File: src/rtc_pkg.sv
/*
 * Shared constants for the periodic real-time counter: register byte
 * offsets, status/control field positions, reset values, source codes
 * and the prescaler divide-ratio lookup.
 * Assumes a 32-bit AHB-Lite slave with one register per aligned word.
 */
package rtc_pkg;

    // Register byte offsets, one aligned word each
    localparam logic [7:0] OFS_STATUS_CONTROL = 8'h00;
    localparam logic [7:0] OFS_COUNT_VALUE    = 8'h04;
    localparam logic [7:0] OFS_MODULO_LIMIT   = 8'h08;

    // Status/control field positions
    localparam int FLAG_BIT = 7;
    localparam int CLKS_MSB = 6;
    localparam int CLKS_LSB = 5;
    localparam int IE_BIT   = 4;
    localparam int PS_MSB   = 3;
    localparam int PS_LSB   = 0;

    // Reset values
    localparam logic [1:0] CLKS_RESET   = 2'h0;
    localparam logic [3:0] PS_RESET     = 4'h0;
    localparam logic [7:0] COUNT_RESET  = 8'h00;
    localparam logic [7:0] MODULO_RESET = 8'h00;

    // Clock source codes; any code with the top bit set is the 32 kHz source
    localparam logic [1:0] CLKS_LPO = 2'h0;
    localparam logic [1:0] CLKS_EXT = 2'h1;

    // AHB encodings used by the slave
    localparam logic [1:0] HTRANS_NONSEQ = 2'h2;
    localparam logic [2:0] HSIZE_WORD    = 3'h2;

    localparam int RATIO_W = 18;
    typedef logic [RATIO_W-1:0] ratio_t;

    // Divide ratio from clock-select bit 0 and prescale code; 0 means off
    function automatic ratio_t divide_ratio(input logic       cks0,
                                            input logic [3:0] ps);
        ratio_t r;
        r = '0;
        case ({cks0, ps})
            5'h01: r = 18'h00008;   // 8
            5'h02: r = 18'h00020;   // 32
            5'h03: r = 18'h00040;   // 64
            5'h04: r = 18'h00080;   // 128
            5'h05: r = 18'h00100;   // 256
            5'h06: r = 18'h00200;   // 512
            5'h07: r = 18'h00400;   // 1024
            5'h08: r = 18'h00001;   // 1
            5'h09: r = 18'h00002;   // 2
            5'h0a: r = 18'h00004;   // 4
            5'h0b: r = 18'h0000a;   // 10
            5'h0c: r = 18'h00010;   // 16
            5'h0d: r = 18'h00064;   // 100
            5'h0e: r = 18'h001f4;   // 500
            5'h0f: r = 18'h003e8;   // 1000
            5'h11: r = 18'h00400;   // 1024
            5'h12: r = 18'h00800;   // 2048
            5'h13: r = 18'h01000;   // 4096
            5'h14: r = 18'h02000;   // 8192
            5'h15: r = 18'h04000;   // 16384
            5'h16: r = 18'h08000;   // 32768
            5'h17: r = 18'h10000;   // 65536
            5'h18: r = 18'h003e8;   // 1000
            5'h19: r = 18'h007d0;   // 2000
            5'h1a: r = 18'h01388;   // 5000
            5'h1b: r = 18'h02710;   // 10000
            5'h1c: r = 18'h04e20;   // 20000
            5'h1d: r = 18'h0c350;   // 50000
            5'h1e: r = 18'h186a0;   // 100000
            5'h1f: r = 18'h30d40;   // 200000
            default: r = '0;        // Code 0: prescaler off
        endcase
        return r;
    endfunction

endpackage

File: src/presc_if.sv
/*
 * Carrier between the counter core and its prescaler.
 * Assumes both ends run on the same bus clock.
 */
`timescale 1ns/100ps
interface presc_if;
    logic                   src_edge;   // Rising edge of selected source
    logic [17:0]            ratio;      // Divide ratio, 0 = off
    logic                   clear;      // Restart prescaler at zero
    logic                   hold;       // Freeze while debugging
    logic                   tick;       // Prescaler output edge

    modport ctrl (output src_edge, output ratio, output clear,
                  output hold, input tick);
    modport div  (input src_edge, input ratio, input clear,
                  input hold, output tick);
endinterface

File: src/periodic_realtime_counter.sv
/*
 * Periodic real-time counter: clock source select, binary/decimal
 * prescaler, 8-bit up-counter with modulo match and match interrupt,
 * reached over an AHB-Lite slave.
 * Assumes the three source clocks arrive as levels synchronous to hclk
 * and that the power-mode inputs come from the system controller.
 */
// The placing of the registers and the AHB-Lite slave port are this design's own decisions.
`timescale 1ns/100ps
// What this block does
// - 8-bit up-counter compared to 8-bit modulo gives a periodic interrupt.
// - Clock select 00 low-power osc, 01 external ref, 1x internal ref.
// - Writing a changed clock select or prescale code clears both counters.
// - Divide ratio from prescale code and select bit 0; code 0 is off.
// - Select bit 0 low: codes map to 8..1024, 1,2,4,10,16,100,500,1000.
// - Match flag sets when count reached modulo; reset clears it.
// - Flag sets on the step from modulo value back to zero.
// - Writing 1 clears the flag and request; writing 0 does nothing.
// - Interrupt requested while flag and enable are set; reset clears enable.
// - Count register is read-only, live, ignores writes, resets to zero.
// - On match the counter returns to zero, keeps counting, sets flag.
// - Modulo zero sets the flag on every prescaler output edge.
// - Any modulo write clears prescaler and counter; modulo resets to zero.
// - Reset clears clock select and prescale code: oscillator, prescaler off.
// - Counting continues in wait mode so the interrupt can wake the core.
// - Counting continues in stop; only the oscillator runs in deep stop.
// - Debug mode freezes prescaler and counter; resume from held values.
module periodic_realtime_counter (
    input  wire logic        hclk,
    input  wire logic        hresetn,
    input  wire logic        hsel,
    input  wire logic [31:0] haddr,
    input  wire logic [1:0]  htrans,
    input  wire logic        hwrite,
    input  wire logic [2:0]  hsize,
    input  wire logic [31:0] hwdata,
    input  wire logic        hready,
    output logic             hreadyout,
    output logic             hresp,
    output logic [31:0]      hrdata,
    input  wire logic        low_power_osc_1khz,
    input  wire logic        external_ref_clock,
    input  wire logic        internal_ref_clock,
    input  wire logic        deep_stop_mode,
    input  wire logic        background_mode,
    output logic             rt_irq
);
    import rtc_pkg::*;

    // Control and status state
    logic               rt_match_flag;
    logic [1:0]         rt_clock_select;
    logic               rt_irq_enable;
    logic [3:0]         rt_prescale_select;
    logic [7:0]         rt_count_value;
    logic [7:0]         rt_modulo_limit;

    // Bus data-phase state
    logic               wr_pending;
    logic [7:0]         wr_offset;

    // Decoded write strobes, valid in the write data phase
    logic               wr_sc;
    logic               wr_cnt;
    logic               wr_mod;
    logic               cfg_change;
    logic               restart;
    logic               match_event;
    logic               flag_clear;

    // Source edge detection
    logic [2:0]         src_prev;
    logic               src_level;
    logic               src_prev_sel;
    logic               src_alive;

    presc_if pif ();

    rtc_prescaler u_prescaler (
        .hclk    (hclk),
        .hresetn (hresetn),
        .pif     (pif)
    );

    // Register read mux, unmapped offsets read as zero
    function automatic logic [31:0] read_reg(input logic [7:0] ofs,
                                             input logic [7:0] sc,
                                             input logic [7:0] cnt,
                                             input logic [7:0] md);
        logic [31:0] d;
        d = '0;
        if (ofs == OFS_STATUS_CONTROL) begin
            d = {24'h000000, sc};
        end else if (ofs == OFS_COUNT_VALUE) begin
            d = {24'h000000, cnt};
        end else if (ofs == OFS_MODULO_LIMIT) begin
            d = {24'h000000, md};
        end
        return d;
    endfunction

    // The slave never stalls and never errors
    assign hreadyout = 1'b1;
    assign hresp     = 1'b0;

    // Address phase: latch writes for the data phase, sample reads now
    // so that hrdata comes from a flop with no wait state
    always_ff @(posedge hclk or negedge hresetn) begin
        if (!hresetn) begin
            wr_pending <= 1'b0;
            wr_offset  <= 8'h00;
        end else if (hready) begin
            wr_pending <= hsel && htrans == HTRANS_NONSEQ && hwrite
                          && hsize == HSIZE_WORD;
            wr_offset  <= haddr[7:0];
        end
    end

    // Read data sampled at the address phase edge. Limitation: a read
    // pipelined straight behind a write sees the value before that write
    // Read data sampled at the address phase edge
    always_ff @(posedge hclk or negedge hresetn) begin
        if (!hresetn) begin
            hrdata <= '0;
        end else if (hready && hsel && htrans == HTRANS_NONSEQ
                     && !hwrite) begin
            hrdata <= read_reg(haddr[7:0],
                {rt_match_flag, rt_clock_select, rt_irq_enable,
                 rt_prescale_select},
                rt_count_value, rt_modulo_limit);
        end
    end

    // Write strobes; the count register decodes but stores nothing
    always_comb begin
        wr_sc  = 1'b0;
        wr_cnt = 1'b0;
        wr_mod = 1'b0;
        if (!wr_pending) begin
            wr_sc = 1'b0;
        end else if (wr_offset == OFS_STATUS_CONTROL) begin
            wr_sc = 1'b1;
        end else if (wr_offset == OFS_COUNT_VALUE) begin
            wr_cnt = 1'b1;
        end else if (wr_offset == OFS_MODULO_LIMIT) begin
            wr_mod = 1'b1;
        end
    end

    // A status write restarts the chain only if a select value differs; a modulo write always does
    assign cfg_change = wr_sc &&
        (hwdata[CLKS_MSB:CLKS_LSB] != rt_clock_select ||
         hwdata[PS_MSB:PS_LSB] != rt_prescale_select);
    assign restart    = cfg_change || wr_mod;
    assign flag_clear = wr_sc && hwdata[FLAG_BIT];

    // Configuration fields
    always_ff @(posedge hclk or negedge hresetn) begin
        if (!hresetn) begin
            rt_clock_select    <= CLKS_RESET;
            rt_prescale_select <= PS_RESET;
            rt_irq_enable      <= 1'b0;
        end else if (wr_sc) begin
            rt_clock_select    <= hwdata[CLKS_MSB:CLKS_LSB];
            rt_prescale_select <= hwdata[PS_MSB:PS_LSB];
            rt_irq_enable      <= hwdata[IE_BIT];
        end
    end

    // Modulo limit
    always_ff @(posedge hclk or negedge hresetn) begin
        if (!hresetn) begin
            rt_modulo_limit <= MODULO_RESET;
        end else if (wr_mod) begin
            rt_modulo_limit <= hwdata[7:0];
        end
    end

    // Previous sample of each source, for edge detection
    always_ff @(posedge hclk or negedge hresetn) begin
        if (!hresetn) begin
            src_prev <= 3'h0;
        end else begin
            src_prev <= {internal_ref_clock, external_ref_clock,
                         low_power_osc_1khz};
        end
    end

    // Source mux
    always_comb begin
        if (rt_clock_select == CLKS_LPO) begin
            src_level    = low_power_osc_1khz;
            src_prev_sel = src_prev[0];
        end else if (rt_clock_select == CLKS_EXT) begin
            src_level    = external_ref_clock;
            src_prev_sel = src_prev[1];
        end else begin
            src_level    = internal_ref_clock;
            src_prev_sel = src_prev[2];
        end
    end

    // Deep stop powers down the reference clocks; the oscillator
    // keeps going, so stop and wait modes need no other gating
    assign src_alive = !deep_stop_mode
                       || rt_clock_select == CLKS_LPO;

    // Prescaler hookup
    assign pif.src_edge = src_level && !src_prev_sel && src_alive;
    assign pif.ratio    = divide_ratio(rt_clock_select[0],
                                       rt_prescale_select);
    assign pif.clear    = restart;
    assign pif.hold     = background_mode;

    // A match is a prescaler edge while the count sits on the limit
    assign match_event = pif.tick && !restart
                         && rt_count_value == rt_modulo_limit;

    // Counter; a restart wins over a tick in the same cycle
    always_ff @(posedge hclk or negedge hresetn) begin
        if (!hresetn) begin
            rt_count_value <= COUNT_RESET;
        end else if (restart) begin
            rt_count_value <= COUNT_RESET;
        end else if (match_event) begin
            rt_count_value <= COUNT_RESET;
        end else if (pif.tick) begin
            rt_count_value <= rt_count_value + 8'h01;
        end
    end

    // Match flag; a new match wins over a clear in the same cycle
    always_ff @(posedge hclk or negedge hresetn) begin
        if (!hresetn) begin
            rt_match_flag <= 1'b0;
        end else if (match_event) begin
            rt_match_flag <= 1'b1;
        end else if (flag_clear) begin
            rt_match_flag <= 1'b0;
        end
    end

    // Level request; also the wake source in wait and stop
    assign rt_irq = rt_match_flag && rt_irq_enable;
endmodule

File: src/rtc_prescaler.sv
/*
 * Prescaler: counts rising edges of the chosen source and emits one
 * tick every ratio edges.
 * Assumes src_edge is a one-cycle pulse in the bus clock domain.
 */
`timescale 1ns/100ps
module rtc_prescaler (
    input  wire logic hclk,
    input  wire logic hresetn,
    presc_if.div      pif
);
    import rtc_pkg::*;

    ratio_t     div_count;
    logic       at_top;

    assign at_top = (div_count == pif.ratio - 18'h1);

    // Output tick; a zero ratio keeps the prescaler off
    assign pif.tick = pif.src_edge & ~pif.hold & (pif.ratio != '0)
                      & at_top;

    // Edge counter, cleared on reconfiguration, held while frozen
    always_ff @(posedge hclk or negedge hresetn) begin
        if (!hresetn) begin
            div_count <= '0;
        end else if (pif.clear) begin
            div_count <= '0;
        end else if (pif.hold || pif.ratio == '0) begin
            div_count <= div_count;
        end else if (pif.src_edge) begin
            div_count <= at_top ? '0 : div_count + 18'h1;
        end
    end
endmodule

File: config.mk
export PLATFORM = sky130hd
export DESIGN_NAME = periodic_realtime_counter
export DESIGN_NICKNAME = d
export VERILOG_FILES = /design/src/rtc_pkg.sv /design/src/presc_if.sv /design/src/periodic_realtime_counter.sv /design/src/rtc_prescaler.sv
export SDC_FILE = /design/constraint.sdc
export NUM_CORES = 1
export LEC_CHECK = 0
export BUFFER_PORTS_ARGS = -buffer_cell sky130_fd_sc_hd__buf_4
export CAP_MARGIN = 15
export CORE_ASPECT_RATIO = 1.75
export CORE_MARGIN = 1
export CORE_UTILIZATION = 35
export CTS_CLUSTER_DIAMETER = 50
export DETAILED_ROUTE_END_ITERATION = 10
export PLACE_DENSITY = 0.57
export SYNTH_ARGS = -nofsm -noshare
export SYNTH_HDL_FRONTEND = slang
export SYNTH_SLANG_ARGS = --single-unit
File: constraint.sdc
create_clock -name hclk -period 8.3 [get_ports hclk]
set_input_delay 1.245 -clock hclk [delete_from_list [all_inputs] [get_ports hclk]]
set_output_delay 1.245 -clock hclk [all_outputs]
set_load 0.005 [all_outputs]
# After elaboration in Yosys (flattened, before gate mapping)
# Memories as Yosys holds them, arrays and structs flattened.
# Index checks and enable logic that the tools add are counted.
[totals]
mem_bits_ro = 576
memories = 1
ff_bits = 86
output_inout_bits = 35
in_bits = 79
elab_cells = 83
[classes]
mux = 22
reduce_logical = 30
bitwise_logic = 4
n_eq_ne = 12
add_sub_neg = 3
[mem_list]
columns = ["memory", "depth", "width", "read_ports", "rd_ports_with_merged_regs", "wr", "line_no", "text"]
rows = [
  ["(name not given)", 32, 18, 1, 0, 0, "rtc_pkg.sv:44", "case ({cks0, ps})"],
]
[ops]
columns = ["cell", "count"]
rows = [
  ["18-bit 2-to-1 mux", 4],
  ["8-bit 2-to-1 mux", 5],
  ["32-bit 2-to-1 mux", 1],
  ["18-bit by 1-bit adder with 18-bit output (second input constant)", 1],
  ["18-bit equality test", 1],
  ["18-bit zero test", 1],
  ["18-bit nonzero test", 1],
  ["18-bit by 1-bit subtractor with 18-bit output (second input constant)", 1],
  ["8-bit by 3-bit equality test with 1-bit output (second input constant)", 2],
  ["8-bit by 4-bit equality test with 1-bit output (second input constant)", 2],
  ["8-bit zero test", 2],
  ["1-bit logical AND", 13],
  ["1-bit 2-to-1 mux", 12],
  ["8-bit by 1-bit adder with 8-bit output (second input constant)", 1],
  ["8-bit equality test", 1],
  ["1-bit zero test", 4],
  ["1-bit logical OR", 4],
  ["4-bit != test", 1],
  ["2-bit nonzero test", 2],
  ["1-bit bitwise AND", 3],
  ["3-bit by 2-bit equality test with 1-bit output (second input constant)", 1],
  ["3-bit nonzero test", 1],
  ["2-bit by 1-bit equality test with 1-bit output (second input constant)", 1],
  ["2-bit equality test (second input constant)", 1],
  ["other kinds (5)", 5],
]

# Logic depth before layout (Yosys ltp)
[logic_depth]
ltp_word = 13
depth_mapped = 16
mapped_depth_nobuf = 13

# By module
# Synthesis repeated with hierarchy kept, for this count alone.
[hier_totals]
cells_unflattened = 484
area_unflattened_um2 = 4479.3
[modules_own_cells]
columns = ["module", "area_each_um2", "seq_area_each_um2", "instances", "cells_each"]
rows = [
  ["periodic_realtime_counter", 2836.5, 1101.1, 1, 289],
  ["rtc_prescaler", 1642.8, 450.4, 1, 195],
]

# Worst setup path before layout
# No wires, ideal clock.
[synth_path]
path_type = "reg-to-reg"
startpoint = "register rt_prescale_select[1]"
endpoint = "register u_prescaler.div_count[16]"
n_path_buf = 2
arrival_time_ns = 3.705
stages_incl_launch_ff = 14
required_time_ns = 8.179
period_less_slack_ns = 3.826
setup_ns = 0.121
setup_slack_ns = 4.474
path_cell_list = "dfrtp_1 clkbuf_1 inv_1 ha_1 a21o_1 a311o_1 or4_1 a21o_1 a2111o_1 a2111oi_4 a21oi_2 buf_6 a21o_1 a22o_1"
[synth_via]
elab_chain_len = 7
elab_cells_between_ends = 16
classes_between = "add/sub (1); eq/ne (3); mux (4); reduce/logical (7); memory (1)"
[synth_rtl]
columns = ["element", "line_no", "text"]
rows = [
  ["start: declaration", "periodic_realtime_counter.sv:54", "logic [3:0] rt_prescale_select;"],
  ["start signal: assignment", "periodic_realtime_counter.sv:165", "rt_prescale_select <= hwdata[PS_MSB:PS_LSB];"],
  ["memory read 32 x 18 bit", "n/a", ""],
  ["18-bit by 1-bit subtractor with 18-bit output", "rtc_prescaler.sv:17", "assign at_top = (div_count == pif.ratio - 18'h1);"],
  ["18-bit equality test", "rtc_prescaler.sv:17", ""],
  ["18-bit 2-to-1 mux", "rtc_prescaler.sv:32", "div_count <= at_top ? '0 : div_count + 18'h1;"],
  ["18-bit 2-to-1 mux", "rtc_prescaler.sv:31", "end else if (pif.src_edge) begin"],
  ["18-bit 2-to-1 mux", "rtc_prescaler.sv:29", "end else if (pif.hold || pif.ratio == '0) begin"],
  ["18-bit 2-to-1 mux", "rtc_prescaler.sv:27", "end else if (pif.clear) begin"],
  ["end signal: assignment", "rtc_prescaler.sv:30", "div_count <= div_count;"],
  ["end signal: assignment", "rtc_prescaler.sv:32", ""],
  ["end: declaration", "rtc_prescaler.sv:14", "ratio_t div_count;"],
]
# Several ways; a longest one is shown, not always the timed one. The select of a mux whose other input is x is not followed.
# A chain may end at the register's enable or synchronous reset.

# Worst setup path after layout
[layout_path]
startpoint = "register rt_prescale_select[0]"
endpoint = "register u_prescaler.div_count[11]"
# The elaborated chain is that of the path after synthesis.

==> results.json <==
{
  "wl_per_cell_um": 17.5,
  "routed_wl_mm": 12.6,
  "min_from": "wr_offset[4]",
  "antenna_cells": 0,
  "cp_max_fo": 27,
  "p_int_uw": 629,
  "route.detailed.drc": 0,
  "dp_slack_ns": 3.64,
  "finalWeightedCongestion": 0.924,
  "holdBufCountCts": 0,
  "hold_path_end": "wr_offset[4]",
  "swShare": 0.286,
  "ir_drop_mv": 0.0858,
  "syn-cell-area_sq_um": 4650,
  "num_vias": 3999,
  "path_delay_family": "compound AO/OA/AOI/OAI gates",
  "ios": 114,
  "power_frac_seq": 0.406,
  "drv_slew": 0,
  "path_cells": "inv_1 > ha_1 > nand2_1 > a221oi_1 > a311o_1 > or4_1 > a21o_1 > a2111o_1 > a2111oi_4 > a21oi_2 > and3_1 > a221o_1",
  "fin_area_sq_um": 5230,
  "run_status": "complete, no violations",
  "critPathKind": "flop to flop",
  "mostFrequentLayoutCell": "dfrtp_1",
  "final_cell_mix": "dfrtp_1 (62), nand2_1 (49), nor2_1 (42)",
  "portBuffers": 39,
  "ctsHtreeMaxLevel": 3,
  "layout.nets": 630,
  "syn_inst": 516,
  "finalCritPeriodShare": 0.566,
  "hpwlAfterDp_mm": 9.61,
  "place_area_sq_um": 4920,
  "min_period_ns": 4.70,
  "setup-tns-final_ns": 0,
  "hold_viol": 0,
  "antenna_found_initial": 0,
  "timing.rr.start": "rt_prescale_select[0]",
  "crit_required_ns": 8.52,
  "rsz0062_at_grt": "false",
  "p_clk_frac": 0.443,
  "synth_edf_count": 0,
  "finalSetupViolCount": 0,
  "max_stage_delay_ns": 0.64,
  "final-instance-count-excl-fill": 719,
  "dieHeight_um": 154,
  "top_layer": "met4",
  "drt_iter0_drc": 287,
  "initial_core_util": 0.359,
  "cts.sinks": 62,
  "wl_met2_mm": 6.91,
  "firstDrtPassIters": 4,
  "cts_setup_buffers": 0,
  "rows": 55,
  "netSwitchingPower_uw": 253,
  "cts_resized": 0,
  "ys_seq_elements": 62,
  "ff2ff_setup_slack_ns": 3.60,
  "syn2layout_area_growth_pct": 12.6,
  "dieArea_sq_um": 13800,
  "ys_seq_area_frac": 0.334,
  "worst_slew_pin_slew_ns": 1.15,
  "cp.arrival_ns": 4.92,
  "reg2reg_to": "u_prescaler.div_count[11]",
  "clock_path_buffers": 2,
  "p_comb_frac": 0.151,
  "path_buf_inv": 1,
  "cp-start-kind": "flop",
  "dr_wl_met3_um": 429,
  "coreArea_sq_um": 12900,
  "postSynthAreaPerCell_sq_um": 9.00,
  "power.density_nw_per_um2": 169,
  "cp-end-kind": "flop",
  "min_path_cells": 1,
  "die_w_um": 89.1,
  "drt-met1-wl_mm": 4.69,
  "drive_gt1_frac": 0.164,
  "slew-limit-headroom": 0.231,
  "grt_max_degree": 63,
  "p_leak_nw": 2.27,
  "grt_usage": 0.190,
  "fin_skew_ns": 0.00746,
  "numCtsBuffers": 9,
  "async_flop_share": 1.00,
  "overflow": 0,
  "cap_violations": 0,
  "max_freq_mhz": 213,
  "ys_types": 69,
  "final.setup.worst_slack_ns": 3.60,
  "slowest_stage": "dfrtp_1",
  "min_path_type": "flop to flop",
  "ys_warn_count": 0,
  "place_inst": 703,
  "cts_tree": "done",
  "r2r_cells": 12,
  "path_clk_slew_ns": 0.06,
  "power_uw": 882,
  "grt_pass1_wl_mm": 19.7,
  "synth_ff_type": "dfrtp_1",
  "root_buffer": "clkbuf_16",
  "grt_pass1_vias": 3970,
  "vias_per_cell": 5.56,
  "clk-insertion-delay-late_ns": 0.34,
  "ant_nets": 0
}
logic make-up (layout without fill, tap and decap cells):
logic type | count (synthesis) | count (layout) | synth area share
muxes | 25 | 25 | 0.0593
and+or+nand+nor | 206 | 206 | 0.234
xor gates and xnor gates | 39 | 39 | 0.0765
other | 2 | 26 | 0.00162
DFF | 62 | 62 | 0.334
adders and majority gates | 8 | 8 | 0.0215
buffers and inverters | 55 | 63 | 0.0781
AOI/OAI and AO/OA | 119 | 119 | 0.196
worst reg2reg max path, stage by stage, from the launching register on:
cell	delay, ns
dfrtp_1	0.64
inv_1	0.17
ha_1	0.38
nand2_1	0.15
a221oi_1	0.14
a311o_1	0.45
or4_1	0.52
a21o_1	0.19
a2111o_1	0.47
a2111oi_4	0.53
a21oi_2	0.39
and3_1	0.31
a221o_1	0.26
layout make-up:
class | count | area, sq um
clock buffer | 9 | 225
clock inverter | 7 | 82.6
fill | 1324 | 7710
inverter | 7 | 28.8
multi-input combinational | 423 | 2830
sequential | 62 | 1550
tap | 171 | 214
timing repair buffer | 40 | 300
Yosys cell counts, drive strengths merged (5+ instances only):
cell type | instances | share of area
and3 | 16 | 0.022
nand2b | 10 | 0.013
a21oi | 16 | 0.018
dfrtp | 62 | 0.33
buf | 40 | 0.065
a22o | 9 | 0.017
nor4b | 5 | 0.0094
nor4 | 10 | 0.015
mux2i | 5 | 0.011
nand3 | 26 | 0.028
xnor2 | 14 | 0.026
a31oi | 13 | 0.019
o21ai | 17 | 0.018
mux2 | 20 | 0.048
nand2 | 49 | 0.040
inv | 7 | 0.0062
nor3 | 10 | 0.014
o211ai | 5 | 0.0081
ha | 8 | 0.022
nand3b | 5 | 0.0081
a21o | 7 | 0.011
nor2 | 42 | 0.034
a22oi | 10 | 0.016
xor2 | 24 | 0.045
or3 | 7 | 0.0094
clkbuf | 8 | 0.0065
or4 | 5 | 0.0089
a221o | 9 | 0.019
per-layer routing:
layer / track usage / up-vias
met1: 0.197 / 1932
met4: 0.108 / 0
met5: 0 / -
met2: 0.348 / 122
met3: 0.0331 / 31
li1: - / 1914
worst max path at each step:
stage                               start                        end  slack, ns  depth (start not counted)
global placement    rt_prescale_select[0]  u_prescaler.div_count[15]       3.71                         12
floorplan           rt_prescale_select[1]  u_prescaler.div_count[16]       4.47                         13
detailed placement  rt_prescale_select[0]  u_prescaler.div_count[11]       3.64                         12
global route           rt_clock_select[0]  u_prescaler.div_count[11]       3.26                         12
finish              rt_prescale_select[0]  u_prescaler.div_count[11]       3.60                         12
CTS                 rt_prescale_select[0]  u_prescaler.div_count[11]       3.63                         12
state kept, by name (all words and copies together), names as in the netlist:
signal / cells
rt_clock_select: 2
u_prescaler.div_count: 18
rt_prescale_select: 4
rt_count_value: 8
rt_match_flag: 1
wr_offset: 8
src_prev: 3
rt_modulo_limit: 8
rt_irq_enable: 1
hrdata: 8
wr_pending: 1
power groups by stage:
stage	combinational, mW	sequential [mW]	clock [mW]
2_1_floorplan	0.0974	0.352	0
3_3_place_gp	0.132	0.362	0
3_5_place_dp	0.134	0.363	0
4_1_cts	0.135	0.358	0.399
5_1_grt	0.150	0.363	0.413
6_report	0.133	0.358	0.390
through the flow:
stage | hold slack, ns | util
after floorplan | 0.461 | -
after global placement | 0.492 | 0.380
after detailed placement | 0.501 | 0.380
after CTS | 0.513 | 0.404
after global routing | 0.530 | 0.404
final | 0.509 | 0.404
No activity file was read; power rests on OpenSTA's default activity.
